<file path="config.mk">
export PLATFORM = sky130hd
export DESIGN_NAME = sdbs_bank_ctrl
export DESIGN_NICKNAME = d
export VERILOG_FILES = /design/src/sdbs_pkg.sv /design/src/sdbs_bank_ctrl.sv
export SDC_FILE = /design/constraint.sdc
export NUM_CORES = 1
export LEC_CHECK = 0
export BUFFER_PORTS_ARGS = -buffer_cell sky130_fd_sc_hd__clkbuf_2
export CORE_ASPECT_RATIO = 1.1
export CORE_UTILIZATION = 61
export CTS_CLUSTER_SIZE = 28
export DETAILED_ROUTE_END_ITERATION = 12
export HOLD_SLACK_MARGIN = 0.1
export PLACE_DENSITY = 0.89
export SLEW_MARGIN = 20
export SYNTH_ARGS = -nofsm -noshare
export SYNTH_HDL_FRONTEND = slang
export SYNTH_SLANG_ARGS = --single-unit
export TNS_END_PERCENT = 100
</file>
<file path="constraint.sdc">
create_clock -name clk -period 3.1 [get_ports clk]
set_input_delay 0.31 -clock clk [delete_from_list [all_inputs] [get_ports clk]]
set_output_delay 0.31 -clock clk [all_outputs]
set_load 0.02 [all_outputs]
</file>
<file path="src/sdbs_pkg.sv">
package sdbs_pkg;
  // Bank count, bank address and counter widths
  localparam int NUM_BANKS = 4;
  localparam int BANK_W = 2;
  localparam int CNT_W = 16;
  localparam int ROWCNT_W = 12;
  // Clock period in ns
  localparam int CLK_PERIOD_NS = 25;
  // Default timing figures in ns, mode load and exit minimum in cycles (plain defaults)
  localparam int PRECHARGE_TIME_NS = 20;
  localparam int ROW_TO_COLUMN_DELAY_NS = 20;
  localparam int REFRESH_CYCLE_TIME_NS = 70;
  localparam int MIN_ROW_ACTIVE_TIME_NS = 44;
  localparam int SELF_REFRESH_EXIT_TIME_NS = 70;
  localparam int MODE_LOAD_DELAY_CYC = 2;
  localparam int SELF_REFRESH_EXIT_MIN_CYC = 2;
  // Internal refresh oscillator period in ns
  localparam int SELF_REFRESH_INTERVAL_NS = 15625;
  // Least times round up to whole cycles
  localparam int PRECHARGE_TIME_CYC = (PRECHARGE_TIME_NS + CLK_PERIOD_NS - 1) / CLK_PERIOD_NS;
  localparam int ROW_TO_COLUMN_DELAY_CYC = (ROW_TO_COLUMN_DELAY_NS + CLK_PERIOD_NS - 1) / CLK_PERIOD_NS;
  localparam int REFRESH_CYCLE_TIME_CYC = (REFRESH_CYCLE_TIME_NS + CLK_PERIOD_NS - 1) / CLK_PERIOD_NS;
  localparam int MIN_ROW_ACTIVE_TIME_CYC = (MIN_ROW_ACTIVE_TIME_NS + CLK_PERIOD_NS - 1) / CLK_PERIOD_NS;
  localparam int SELF_REFRESH_EXIT_TIME_CYC = (SELF_REFRESH_EXIT_TIME_NS + CLK_PERIOD_NS - 1) / CLK_PERIOD_NS;
  localparam int SELF_REFRESH_INTERVAL_CYC = SELF_REFRESH_INTERVAL_NS / CLK_PERIOD_NS;

  // Bank states, one-hot
  typedef enum logic [6:0] {
    SDBS_IDLE = 7'h01,
    SDBS_ACTIVATING = 7'h02,
    SDBS_ROW_ACTIVE = 7'h04,
    SDBS_READ = 7'h08,
    SDBS_WRITE = 7'h10,
    SDBS_PRECHARGING = 7'h20,
    SDBS_AUTO_PRE = 7'h40
  } sdbs_bank_t;

  // Device-wide states, one-hot
  typedef enum logic [4:0] {
    SDBS_DEV_NORMAL = 5'h01,
    SDBS_DEV_REFRESH = 5'h02,
    SDBS_DEV_MODE_LOAD = 5'h04,
    SDBS_DEV_SELF_REF = 5'h08,
    SDBS_DEV_SR_EXIT = 5'h10
  } sdbs_dev_t;

  // Decoded command
  typedef enum logic [3:0] {
    SDBS_CMD_INHIBIT = 4'h0,
    SDBS_CMD_NOP = 4'h1,
    SDBS_CMD_ACTIVE = 4'h2,
    SDBS_CMD_READ = 4'h3,
    SDBS_CMD_WRITE = 4'h4,
    SDBS_CMD_STOP = 4'h5,
    SDBS_CMD_PRECHARGE = 4'h6,
    SDBS_CMD_REFRESH = 4'h7,
    SDBS_CMD_MODE = 4'h8
  } sdbs_cmd_t;

  // Command pins as sampled on the rising edge
  typedef struct packed {
    logic cs_n;
    logic ras_n;
    logic cas_n;
    logic we_n;
    logic cke;
    logic [BANK_W-1:0] bank;
    logic a10;
  } sdbs_pins_t;

  // Status seen by the outside
  typedef struct packed {
    logic self_refresh;
    logic internal_refresh;
    logic all_idle;
    logic busy;
    logic [ROWCNT_W-1:0] row_counter;
  } sdbs_status_t;
endpackage

</file>
<file path="src/sdbs_bank_ctrl.sv">
// Notes on behaviour
// - Self refresh is refresh with clock enable low
// - In self refresh only clock enable matters
// - Self refresh refreshes on internal timer
// - Both refresh modes advance one row counter
// - Inhibit and no-op continue current operation
// - Idle bank takes activate, refresh, mode, precharge
// - Precharge to idle bank does nothing
// - Refresh and mode load need all banks idle
// - Row active takes read, write, precharge
// - Read burst takes read, write, stop, precharge
// - Write burst takes read, write, stop, precharge
// - Burst stop ends most recent burst
// - Idle after precharge time, active after delay
// - Auto precharge state lasts precharge time
// - Bank behaviour needs clock enable high twice
`timescale 1ns/100ps
`default_nettype none
module sdbs_bank_ctrl
  import sdbs_pkg::*;
#(
  parameter int T_RP = PRECHARGE_TIME_CYC,
  parameter int T_RCD = ROW_TO_COLUMN_DELAY_CYC,
  parameter int T_RFC = REFRESH_CYCLE_TIME_CYC,
  parameter int T_MRD = MODE_LOAD_DELAY_CYC,
  parameter int T_XSR = SELF_REFRESH_EXIT_TIME_CYC,
  parameter int T_SRI = SELF_REFRESH_INTERVAL_CYC
) (
  input wire logic clk,
  input wire logic rst,
  input wire sdbs_pins_t pins,
  output sdbs_status_t status,
  output logic [NUM_BANKS*7-1:0] bank_states,
  output logic illegal_cmd
);

  // Command decode from the strobe pattern
  function automatic sdbs_cmd_t decode(input sdbs_pins_t p);
    sdbs_cmd_t c;
    c = SDBS_CMD_INHIBIT;
    if (!p.cs_n) begin
      case ({p.ras_n, p.cas_n, p.we_n})
        3'h7: c = SDBS_CMD_NOP;
        3'h3: c = SDBS_CMD_ACTIVE;
        3'h5: c = SDBS_CMD_READ;
        3'h4: c = SDBS_CMD_WRITE;
        3'h6: c = SDBS_CMD_STOP;
        3'h2: c = SDBS_CMD_PRECHARGE;
        3'h1: c = SDBS_CMD_REFRESH;
        3'h0: c = SDBS_CMD_MODE;
        default: c = SDBS_CMD_NOP;
      endcase
    end
    return c;
  endfunction

  sdbs_cmd_t cmd; // Decoded command this cycle
  logic cke_prev_q, cke_prev_d; // Clock enable a cycle ago
  logic exec; // Bank commands may act
  sdbs_dev_t dev_q, dev_d; // Device-wide state
  logic [CNT_W-1:0] dev_cnt_q, dev_cnt_d; // Device wait counter
  logic [CNT_W-1:0] sri_q, sri_d; // Internal refresh timer
  logic [ROWCNT_W-1:0] row_q, row_d; // Shared row refresh counter
  logic [BANK_W-1:0] last_q, last_d; // Bank of newest burst
  logic last_vld_q, last_vld_d; // A burst was started
  logic int_ref; // Internal refresh pulse
  logic all_idle; // Every bank idle
  sdbs_bank_t bst_q [NUM_BANKS]; // Bank states
  sdbs_bank_t bst_d [NUM_BANKS];
  logic [CNT_W-1:0] bcnt_q [NUM_BANKS]; // Bank wait counters
  logic [CNT_W-1:0] bcnt_d [NUM_BANKS];
  logic [NUM_BANKS-1:0] idle_vec; // Per-bank idle flags
  logic [NUM_BANKS-1:0] ill_vec; // Per-bank illegal flags

  assign cmd = decode(pins);
  assign exec = pins.cke && cke_prev_q && (dev_q == SDBS_DEV_NORMAL);
  assign all_idle = &idle_vec;

  // Device state: refresh, mode load, self refresh
  always_comb begin
    dev_d = dev_q;
    dev_cnt_d = dev_cnt_q;
    sri_d = sri_q;
    int_ref = 1'b0;
    row_d = row_q;
    cke_prev_d = pins.cke;
    case (dev_q)
      SDBS_DEV_NORMAL: begin
        if (!pins.cs_n && cmd == SDBS_CMD_REFRESH && all_idle && cke_prev_q) begin
          row_d = row_q + 1'b1;
          dev_cnt_d = CNT_W'(T_RFC);
          dev_d = pins.cke ? SDBS_DEV_REFRESH : SDBS_DEV_SELF_REF;
          sri_d = CNT_W'(T_SRI);
        end else if (exec && cmd == SDBS_CMD_MODE && all_idle) begin
          dev_cnt_d = CNT_W'(T_MRD);
          dev_d = SDBS_DEV_MODE_LOAD;
        end
      end
      SDBS_DEV_REFRESH, SDBS_DEV_MODE_LOAD: begin
        // Waits out refresh cycle or mode load delay
        if (dev_cnt_q <= CNT_W'(1)) begin
          dev_d = SDBS_DEV_NORMAL;
        end else begin
          dev_cnt_d = dev_cnt_q - 1'b1;
        end
      end
      SDBS_DEV_SELF_REF: begin
        // Only clock enable is looked at here
        if (sri_q <= CNT_W'(1)) begin
          sri_d = CNT_W'(T_SRI);
          int_ref = 1'b1;
          row_d = row_q + 1'b1;
        end else begin
          sri_d = sri_q - 1'b1;
        end
        if (pins.cke) begin
          dev_d = SDBS_DEV_SR_EXIT;
          dev_cnt_d = CNT_W'((T_XSR > SELF_REFRESH_EXIT_MIN_CYC) ? T_XSR : SELF_REFRESH_EXIT_MIN_CYC);
        end
      end
      SDBS_DEV_SR_EXIT: begin
        // Exit time ignores commands
        if (dev_cnt_q <= CNT_W'(1)) begin
          dev_d = SDBS_DEV_NORMAL;
        end else begin
          dev_cnt_d = dev_cnt_q - 1'b1;
        end
      end
      default: dev_d = SDBS_DEV_NORMAL;
    endcase
  end

  // Device state registers
  always_ff @(posedge clk) begin
    if (rst) begin
      dev_q <= SDBS_DEV_NORMAL;
      dev_cnt_q <= '0;
      sri_q <= '0;
      row_q <= '0;
      cke_prev_q <= 1'b0;
    end else begin
      dev_q <= dev_d;
      dev_cnt_q <= dev_cnt_d;
      sri_q <= sri_d;
      row_q <= row_d;
      cke_prev_q <= cke_prev_d;
    end
  end

  // Newest burst tracking
  always_comb begin
    last_d = last_q;
    last_vld_d = last_vld_q;
    if (exec && (cmd == SDBS_CMD_READ || cmd == SDBS_CMD_WRITE)) begin
      last_d = pins.bank;
      last_vld_d = 1'b1;
    end else if (exec && cmd == SDBS_CMD_STOP) begin
      last_vld_d = 1'b0;
    end
  end

  // Burst tracking registers
  always_ff @(posedge clk) begin
    if (rst) begin
      last_q <= '0;
      last_vld_q <= 1'b0;
    end else begin
      last_q <= last_d;
      last_vld_q <= last_vld_d;
    end
  end

  // Per-bank state machines
  for (genvar b = 0; b < NUM_BANKS; b++) begin : g_bank
    logic sel; // Command names this bank
    logic pre_hit; // Precharge reaches this bank
    assign sel = (pins.bank == BANK_W'(b));
    assign pre_hit = exec && cmd == SDBS_CMD_PRECHARGE && (pins.a10 || sel);
    assign idle_vec[b] = (bst_q[b] == SDBS_IDLE);
    assign bank_states[b*7 +: 7] = bst_q[b];

    // Next bank state
    always_comb begin
      bst_d[b] = bst_q[b];
      bcnt_d[b] = (bcnt_q[b] != '0) ? bcnt_q[b] - 1'b1 : bcnt_q[b];
      ill_vec[b] = 1'b0;
      case (bst_q[b])
        SDBS_IDLE: begin
          // Precharge here leaves the bank idle
          if (exec && sel && cmd == SDBS_CMD_ACTIVE) begin
            bst_d[b] = SDBS_ACTIVATING;
            bcnt_d[b] = CNT_W'(T_RCD);
          end
        end
        SDBS_ACTIVATING, SDBS_PRECHARGING, SDBS_AUTO_PRE: begin
          // Same-bank commands not allowed
          if (exec && sel && cmd != SDBS_CMD_INHIBIT && cmd != SDBS_CMD_NOP) begin
            ill_vec[b] = 1'b1;
          end
          if (bcnt_q[b] <= CNT_W'(1)) begin
            bst_d[b] = (bst_q[b] == SDBS_ACTIVATING) ? SDBS_ROW_ACTIVE : SDBS_IDLE;
          end
        end
        SDBS_ROW_ACTIVE, SDBS_READ, SDBS_WRITE: begin
          if (pre_hit) begin
            bst_d[b] = SDBS_PRECHARGING;
            bcnt_d[b] = CNT_W'(T_RP);
          end else if (exec && sel && (cmd == SDBS_CMD_READ || cmd == SDBS_CMD_WRITE)) begin
            if (pins.a10) begin
              bst_d[b] = SDBS_AUTO_PRE;
              bcnt_d[b] = CNT_W'(T_RP);
            end else begin
              bst_d[b] = (cmd == SDBS_CMD_READ) ? SDBS_READ : SDBS_WRITE;
            end
          end else if (exec && cmd == SDBS_CMD_STOP && last_vld_q && last_q == BANK_W'(b)) begin
            bst_d[b] = SDBS_ROW_ACTIVE;
          end else if (exec && (cmd == SDBS_CMD_READ || cmd == SDBS_CMD_WRITE) && bst_q[b] != SDBS_ROW_ACTIVE) begin
            bst_d[b] = SDBS_ROW_ACTIVE; // Burst cut by another bank
          end else if (exec && sel && cmd == SDBS_CMD_ACTIVE) begin
            ill_vec[b] = 1'b1;
          end
        end
        default: bst_d[b] = SDBS_IDLE;
      endcase
    end

    // Bank registers
    always_ff @(posedge clk) begin
      if (rst) begin
        bst_q[b] <= SDBS_IDLE;
        bcnt_q[b] <= '0;
      end else begin
        bst_q[b] <= bst_d[b];
        bcnt_q[b] <= bcnt_d[b];
      end
    end
  end

  // Status outputs; illegal flag for device-wide misuse too
  always_comb begin
    status.self_refresh = (dev_q == SDBS_DEV_SELF_REF);
    status.internal_refresh = int_ref;
    status.all_idle = all_idle;
    status.busy = (dev_q != SDBS_DEV_NORMAL);
    status.row_counter = row_q;
    illegal_cmd = (|ill_vec)
      || (exec && (cmd == SDBS_CMD_REFRESH || cmd == SDBS_CMD_MODE) && !all_idle)
      || (pins.cke && (dev_q == SDBS_DEV_REFRESH || dev_q == SDBS_DEV_MODE_LOAD)
          && !pins.cs_n && cmd != SDBS_CMD_NOP);
  end

  // Refresh with enable low enters self refresh
  a_sr_entry: assert property (@(posedge clk) disable iff (rst)
    (dev_q == SDBS_DEV_NORMAL && cke_prev_q && !pins.cke && cmd == SDBS_CMD_REFRESH && all_idle)
    |=> dev_q == SDBS_DEV_SELF_REF) else $error("self refresh not entered");
  // Refresh advances the row counter
  a_row_count: assert property (@(posedge clk) disable iff (rst)
    (dev_q == SDBS_DEV_NORMAL && dev_d == SDBS_DEV_REFRESH) |=> row_q == $past(row_q) + 1'b1)
    else $error("row counter not advanced");
  // Exit wait holds at least two cycles
  a_sr_exit: assert property (@(posedge clk) disable iff (rst)
    (dev_q == SDBS_DEV_SELF_REF && pins.cke) |=> dev_q == SDBS_DEV_SR_EXIT ##1 dev_q == SDBS_DEV_SR_EXIT)
    else $error("self refresh exit too short");
  // Bank states frozen in self refresh
  a_sr_frozen: assert property (@(posedge clk) disable iff (rst)
    (dev_q == SDBS_DEV_SELF_REF) |=> $stable(bank_states)) else $error("bank moved in self refresh");
  // Activate reaches row active after the delay
  a_activate: assert property (@(posedge clk) disable iff (rst)
    (exec && cmd == SDBS_CMD_ACTIVE && bst_q[0] == SDBS_IDLE && pins.bank == '0)
    |=> bst_q[0] == SDBS_ACTIVATING ##[1:64] bst_q[0] == SDBS_ROW_ACTIVE) else $error("activate stuck");
  // Idle bank unchanged by precharge
  a_pre_idle: assert property (@(posedge clk) disable iff (rst)
    (exec && cmd == SDBS_CMD_PRECHARGE && bst_q[1] == SDBS_IDLE) |=> bst_q[1] == SDBS_IDLE)
    else $error("idle bank disturbed");
  // Precharge from read cuts burst
  a_pre_read: assert property (@(posedge clk) disable iff (rst)
    (exec && cmd == SDBS_CMD_PRECHARGE && pins.a10 && bst_q[2] == SDBS_READ) |=> bst_q[2] == SDBS_PRECHARGING)
    else $error("read not cut by precharge");
  // No bank action without clock enable twice
  a_cke_gate: assert property (@(posedge clk) disable iff (rst)
    (!cke_prev_q && bst_q[3] == SDBS_IDLE) |=> bst_q[3] == SDBS_IDLE) else $error("bank acted with enable low");
  // Inhibit or no-op lets a read burst run on
  a_burst_holds: assert property (@(posedge clk) disable iff (rst)
    (bst_q[0] == SDBS_READ && (cmd == SDBS_CMD_INHIBIT || cmd == SDBS_CMD_NOP)) |=> bst_q[0] == SDBS_READ)
    else $error("burst lost on no-op");
  // Same-bank command while activating is flagged
  a_flag_early: assert property (@(posedge clk) disable iff (rst)
    (exec && cmd == SDBS_CMD_READ && pins.bank == '0 && bst_q[0] == SDBS_ACTIVATING) |-> illegal_cmd)
    else $error("early command not flagged");
  // Access with auto precharge enters the auto precharge state
  a_auto_pre: assert property (@(posedge clk) disable iff (rst)
    (exec && (cmd == SDBS_CMD_READ || cmd == SDBS_CMD_WRITE) && pins.a10 && pins.bank == BANK_W'(2)
     && bst_q[2] == SDBS_ROW_ACTIVE) |=> bst_q[2] == SDBS_AUTO_PRE) else $error("auto precharge not entered");
  // Mode load makes the device busy
  a_mode_busy: assert property (@(posedge clk) disable iff (rst)
    (exec && cmd == SDBS_CMD_MODE && all_idle) |=> status.busy) else $error("mode load not busy");
  // Internal refresh advances the row counter
  a_int_refresh: assert property (@(posedge clk) disable iff (rst)
    (dev_q == SDBS_DEV_SELF_REF && int_ref) |=> row_q == $past(row_q) + 1'b1) else $error("internal refresh lost");
endmodule
`default_nettype wire

</file>
---- Word level (Yosys, flattened, before mapping) ----
Memories as Yosys holds them, arrays and structs flattened.
Cells that the tools add are included.
operators by class
  reduce and logical (&&, ||, !) cells .... 84
  bitwise gates (word level) .............. 8
  equal/unequal tests ..................... 58
  add/subtract/negate cells ............... 7
  magnitude comparators ................... 6
  multiplexer cells ....................... 119
operators by type and width
  kind                     count
  $mux W16                 30
  $mux W7                  29
  $pmux W16 S2             5
  $le A16 B1 Y1 const B    6
  $sub A16 B1 Y16 const B  6
  $pmux W7 S3              4
  $reduce_bool A16 Y1      4
  $logic_and A1 B1 Y1      48
  $pmux W16 S3             1
  $mux W1                  31
  $eq A7 B1 Y1 const B     4
  $eq A7 B2 Y1 const B     4
  $eq A7 B3 Y1 const B     4
  $eq A7 B4 Y1 const B     4
  $eq A7 B5 Y1 const B     4
  $eq A7 B6 Y1 const B     4
  $eq A7 B7 Y1 const B     4
  $ne A7 B3 Y1 const B     4
  $reduce_or A3 Y1         9
  $mux W5                  5
  $mux W12                 2
  $pmux W12 S2             1
  $eq A4 B3 Y1 const B     4
  $pmux W5 S3              1
  other kinds (29)         64
word-level totals
  memory bits (writable) .................. 92
  ROM bits ................................ 32
  memories ................................ 3
  logic and storage cells ................. 292
  register bits ........................... 53
  input port bits ......................... 10
memory list
  memory           words  bits a word  rd ports  clocked after Yosys merged registers in  write ports  RTL line              source
  bcnt_q           4      16           4         0                                        4            sdbs_bank_ctrl.sv:70  logic [CNT_W-1:0] bcnt_q [NUM_BANKS];
  (no name shown)  8      4            1         0                                        0            sdbs_bank_ctrl.sv:42  case ({p.ras_n, p.cas_n, p.we_n})
  bst_q            4      7            4         0                                        4            sdbs_bank_ctrl.sv:68  sdbs_bank_t bst_q [NUM_BANKS];

---- Logic depth before layout (Yosys ltp) ----
An unclocked memory read counts as a cell.
  word-level depth ........................ 14
  depth in mapped cells ................... 11

---- Worst setup path after synthesis ----
OpenSTA, ideal clock, no wires.
  path type ............................... in2out
  start ................................... input port pins[4] (netlist name)
  end ..................................... output port illegal_cmd
  buffers on the path ..................... 1
  path slack .............................. 0.347 ns
  stages .................................. 9
  arrival time ............................ 2.443 ns
  cells stage by stage .................... clkbuf_1 -> inv_1 -> ha_1 -> nor2b_1 -> nand4_1 -> o221a_2 -> and3_1 -> a311oi_1 -> nand3_1
on the way
  longest elaborated chain between the ends .. 14
  elaborated cells on any way between the ends .. 79
  classes of those cells .................. 8 x eq/ne; 29 x mux; 41 x reduce/logical; 1 x memory
ends and longest elaborated chain
  what                                                 RTL line                                      source
  from (decl)                                          sdbs_bank_ctrl.sv:31                          input wire sdbs_pins_t pins,
  $mem_v2 Z8 W4 (*)                                    --
  $mux W4 (*)                                          sdbs_bank_ctrl.sv:41                          if (!p.cs_n) begin
  $eq A4 B2 Y1 / $eq A4 B3 Y1 (equally long branches)  sdbs_bank_ctrl.sv:208, sdbs_bank_ctrl.sv:217
  $logic_or A1 B1 Y1                                   sdbs_bank_ctrl.sv:208, sdbs_bank_ctrl.sv:217
  $logic_and A1 B1 Y1 (2 in series)                    sdbs_bank_ctrl.sv:217                         end else if (exec && (cmd == SDBS_CMD_READ || cmd == SDBS_CMD_WRITE) && bst_q[b] != SDBS_ROW_ACTIVE) begin
  $mux W1                                              sdbs_bank_ctrl.sv:217
  $mux W1                                              sdbs_bank_ctrl.sv:215                         end else if (exec && cmd == SDBS_CMD_STOP && last_vld_q && last_q == BANK_W'(b)) begin
  $mux W1                                              sdbs_bank_ctrl.sv:208                         end else if (exec && sel && (cmd == SDBS_CMD_READ || cmd == SDBS_CMD_WRITE)) begin
  $mux W1                                              sdbs_bank_ctrl.sv:205                         if (pre_hit) begin
  $pmux W1 S2                                          sdbs_bank_ctrl.sv:187                         case (bst_q[b])
  $reduce_or A4 Y1                                     sdbs_bank_ctrl.sv:246                         illegal_cmd = (|ill_vec)
  $logic_or A1 B1 Y1                                   sdbs_bank_ctrl.sv:247                         || (exec && (cmd == SDBS_CMD_REFRESH || cmd == SDBS_CMD_MODE) && !all_idle)
  $logic_or A1 B1 Y1 (*)                               sdbs_bank_ctrl.sv:248                         || (pins.cke && (dev_q == SDBS_DEV_REFRESH || dev_q == SDBS_DEV_MODE_LOAD)
  to (decl)                                            sdbs_bank_ctrl.sv:34                          output logic illegal_cmd
Mark *: on every way between the ends. The rest lies on a longest branch, timed or not.

---- Final worst setup path ----
Ends and elaborated chain as after synthesis.

==> out/results.txt <==
The number of nets still failing antenna checks after routing was 0. By startpoint and endpoint, the worst setup path is classified as in -> out. The die extent in y works out to 122 um. The number of sinks handled by clock tree synthesis is 145, and the count of TritonRoute iterations in the first routing pass is 10.

The total of warnings raised by yosys is 0, and the maximum ir drop on the vdd rail is 0.513 mV. The register area share after synthesis is 0.364. Most prevalent standard cell on the critical path: clkbuf_2. The tools report the global-route wire length before repair as 33800 um.

Clock tree synthesis inserted a total of 17 buffers. Synthesis produced a netlist with a net count of 1008. The post-route cell area is 9080 um^2, and the power per cell area is 928 nW/um^2. The count of distinct cell types in the synthesized netlist came out at 77.

By area the synthesized netlist is led by dfxtp_1, nor2_1, xor2_1. The post-synthesis async set-or-reset flop share was 0; the number of enable-type register cells in the synthesized netlist was 0. In the layout the commonest cells are nor2_1, dfxtp_1, clkbuf_2, a21oi_1. The tools report the half-perimeter wire length of the detailed placement result as 13500 um.

The pin slew with the least headroom to its limit came out at 0.849 ns. The clock tree buffer depth was 2. The register bit count reported by yosys came out at 145. Max-cap violations in this run came to 0. The number of cells on the worst hold path is 2. Once placement finished, the instance area stood at 8480 um^2.

The floorplan step defined a die boundary enclosing 13600 um^2. The total chip power was 8.42 mW. For the overall track demand over capacity in global routing, the log shows 0.304. The synthesized design spends more area on one cell type than any other, namely dfxtp_1.

Of all nets on the critical path, the largest fanout is 8. The number of antenna diodes in the final layout is 0. Relative to the synthesized area, the layout overhead comes to 13.7%. The run gives 7750 as the vias after detailed routing. Counting cells, the worst reg-to-reg path comes to 7. The setup skew after layout is 0.00747 ns, and the biggest cell delay along the critical path is 0.40 ns. The run gives 0.0898 ns as the least setup slack across all paths after layout. Dividing the detail-routed wire length by the instance count gives 16.5 um. The residual overflow from global routing was 0.

After synthesis, the mean cell area works out to 8.15 um^2. The signal on the critical path passes through clkbuf_2 -> inv_1 -> ha_1 -> xor2_1 -> a21oi_1 -> a211o_1 -> nor3b_1 -> a311oi_1 -> nand3_1 -> clkbuf_2. The critical path startpoint category is an input pin. The tools report the number of hold buffers added after CTS as 0. TritonCTS built the clock tree.

For this design, the slowest cell found on the critical path is nor3b_1. Boundary pin count: 55. Timing would allow up to 332 MHz.

The endpoint kind of the worst setup timing path is a primary output. The run gives 0 as the number of slew-limit violations in the final report. The via count normalized by instance count is 6.40. The count of nets after finishing was 1068; the post-route DRC violation count was 6. For the worst-skew pair, the clock arrives at the later sink with an insertion delay of 0.43 ns.

After clock tree synthesis, the clock-pin slew on the worst setup and hold paths is 0.06 ns. For this block, the initial DRC count from the detailed router was 802. From left edge to right edge, the die measures 111 um.

The root buffer cell is clkbuf_16. The run gives 4 as the maximum level of the CTS H-tree. For the number of hold violations in the final report, the log shows 0. Before CTS, the worst setup slack after placement is 0.121 ns. The mapped cell area was 7980 um^2; the count of endpoints failing setup in the final report was 0.

The count of input and output buffers works out to 54. Data on the critical path is required at its endpoint by 2.79 ns. Entering global routing, the biggest net connects 57 pins. In the synthesized netlist the dominant register cell turns out to be dfxtp_1. Type of the most critical hold path: in -> reg.

The run gives 0.629 as the initial cell density of the core. In this run the static leakage power is 3.65 nW. The logs give 7318 for the via count of the first global-routing pass and 0 for the number of antenna violations at the first check in global routing. The portion of the clock cycle consumed by the worst path in the final layout works out to 0.971. The initialized floorplan defines 43 standard-cell rows. Data on the critical path arrives at its endpoint at 2.70 ns.

Wires add up to 20000 um. The minimum period implied by the final worst setup slack came out at 3.01 ns. For the number of cells produced by synthesis, the log shows 980.

The fraction of layout cells with a size suffix above 1 is 0.142, and the placer's final routability congestion estimate is 0.957. The most common cell after layout, fill and taps aside is nor2_1. The headroom to the max-slew limit came out at 0.429. The flow ran to the end, but the final reports show violations. The fraction of synthesized cell area taken by the top area cell type was 0.364; the area of the placeable core was 12700 um^2. The final reports fail on DRC.
[per-layer routing]
metal  global-route usage  vias up  wire length (um)
met5                    0        -                 0
met4                0.160        0               784
met3               0.0801       77              1430
met2                0.500      338              9470
met1                0.369     3619              8320
li1                     -     3716                 -
[Yosys cell counts (all sizes together), types with 5 or more instances]
master / count
a211oi: 8
a21oi: 53
a31o: 6
a31oi: 7
and2: 6
and3: 6
buf: 9
clkbuf: 30
dfxtp: 145
ha: 18
inv: 39
nand2: 50
nand2b: 8
nand3: 30
nand4: 29
nor2: 147
nor2b: 14
nor3: 37
nor3b: 11
nor4: 26
nor4b: 7
o2111ai: 6
o211ai: 15
o21ai: 46
o31ai: 16
o32ai: 8
or2: 6
or3: 18
or4: 25
or4b: 5
xnor2: 32
xor2: 49
[final cells by class]
class	count	area, um^2
clock buffers	22	464
well taps	157	196
multi-input cells	757	4790
inverters	39	146
clock inverters	10	110
flip-flops and latches	145	2900
repair buffers	80	465
fillers	991	3620
[worst max-delay path, delay by kind of cell]
family	cells	cell delay [ns]
buf+inv	3	0.48
xor+xnor	1	0.19
simple gates	2	0.54
compound gates	3	0.79
fa+ha+maj	1	0.39
[sequential cells by signal, summed over array words and instances (netlist names), 2 cells and up]
name and flops:
dev_cnt_q 16, bcnt_q 64, row_q 12, sri_q 16, dev_q 5, bst_q 28
last_q 2
[final timing paths]
| path | slack [ns] | to | start |
|---|---|---|---|
| max reg2reg | 0.25 | dev_cnt_q[4] | bst_q[1][2] |
| min | 0.16 | dev_q[3] | pins[3] |
| max | 0.09 | illegal_cmd | pins[4] |
| min reg2reg | 0.47 | bcnt_q[2][3] | bcnt_q[2][3] |
[what timing repair did]
item                       in CTS  in global routing
buffers inserted                0                  0
setup endpoints to repair       0                  1
resized for setup               0                  4
[power by group]
group | internal [mW] | total, mW | switching, mW | leakage, nW
sequential | 2.34 | 2.79 | 0.452 | 1.18
combinational | 1.54 | 3.63 | 2.10 | 2.18
clock | 1.22 | 2.00 | 0.781 | 0.284
total | 5.09 | 8.42 | 3.33 | 3.65
[logic make-up (layout without fill, tap and decap cells)]
logic type / after synthesis / count (layout) / share of synthesized area
muxes: 7 / 7 / 0.00940
and+or+nand+nor: 440 / 440 / 0.293
xor gates and xnor gates: 81 / 81 / 0.0889
buffers and inverters: 78 / 151 / 0.0393
adders and majority gates: 18 / 18 / 0.0282
DFF: 145 / 145 / 0.364
AOI/OAI and AO/OA: 211 / 211 / 0.178
[metrics by stage]
stage / TNS, ns / hold slack (ns) / std cells / utilization
2_1_floorplan: 0 / 0.388 / 980 / -
3_3_place_gp: 0 / 0.460 / 1178 / 0.668
3_5_place_dp: 0 / 0.464 / 1178 / 0.668
4_1_cts: 0 / 0.164 / 1210 / 0.713
5_1_grt: -0.00901 / 0.180 / 1210 / 0.715
6_report: 0 / 0.165 / 1210 / 0.715
Power figures use the tool's default switching activity.
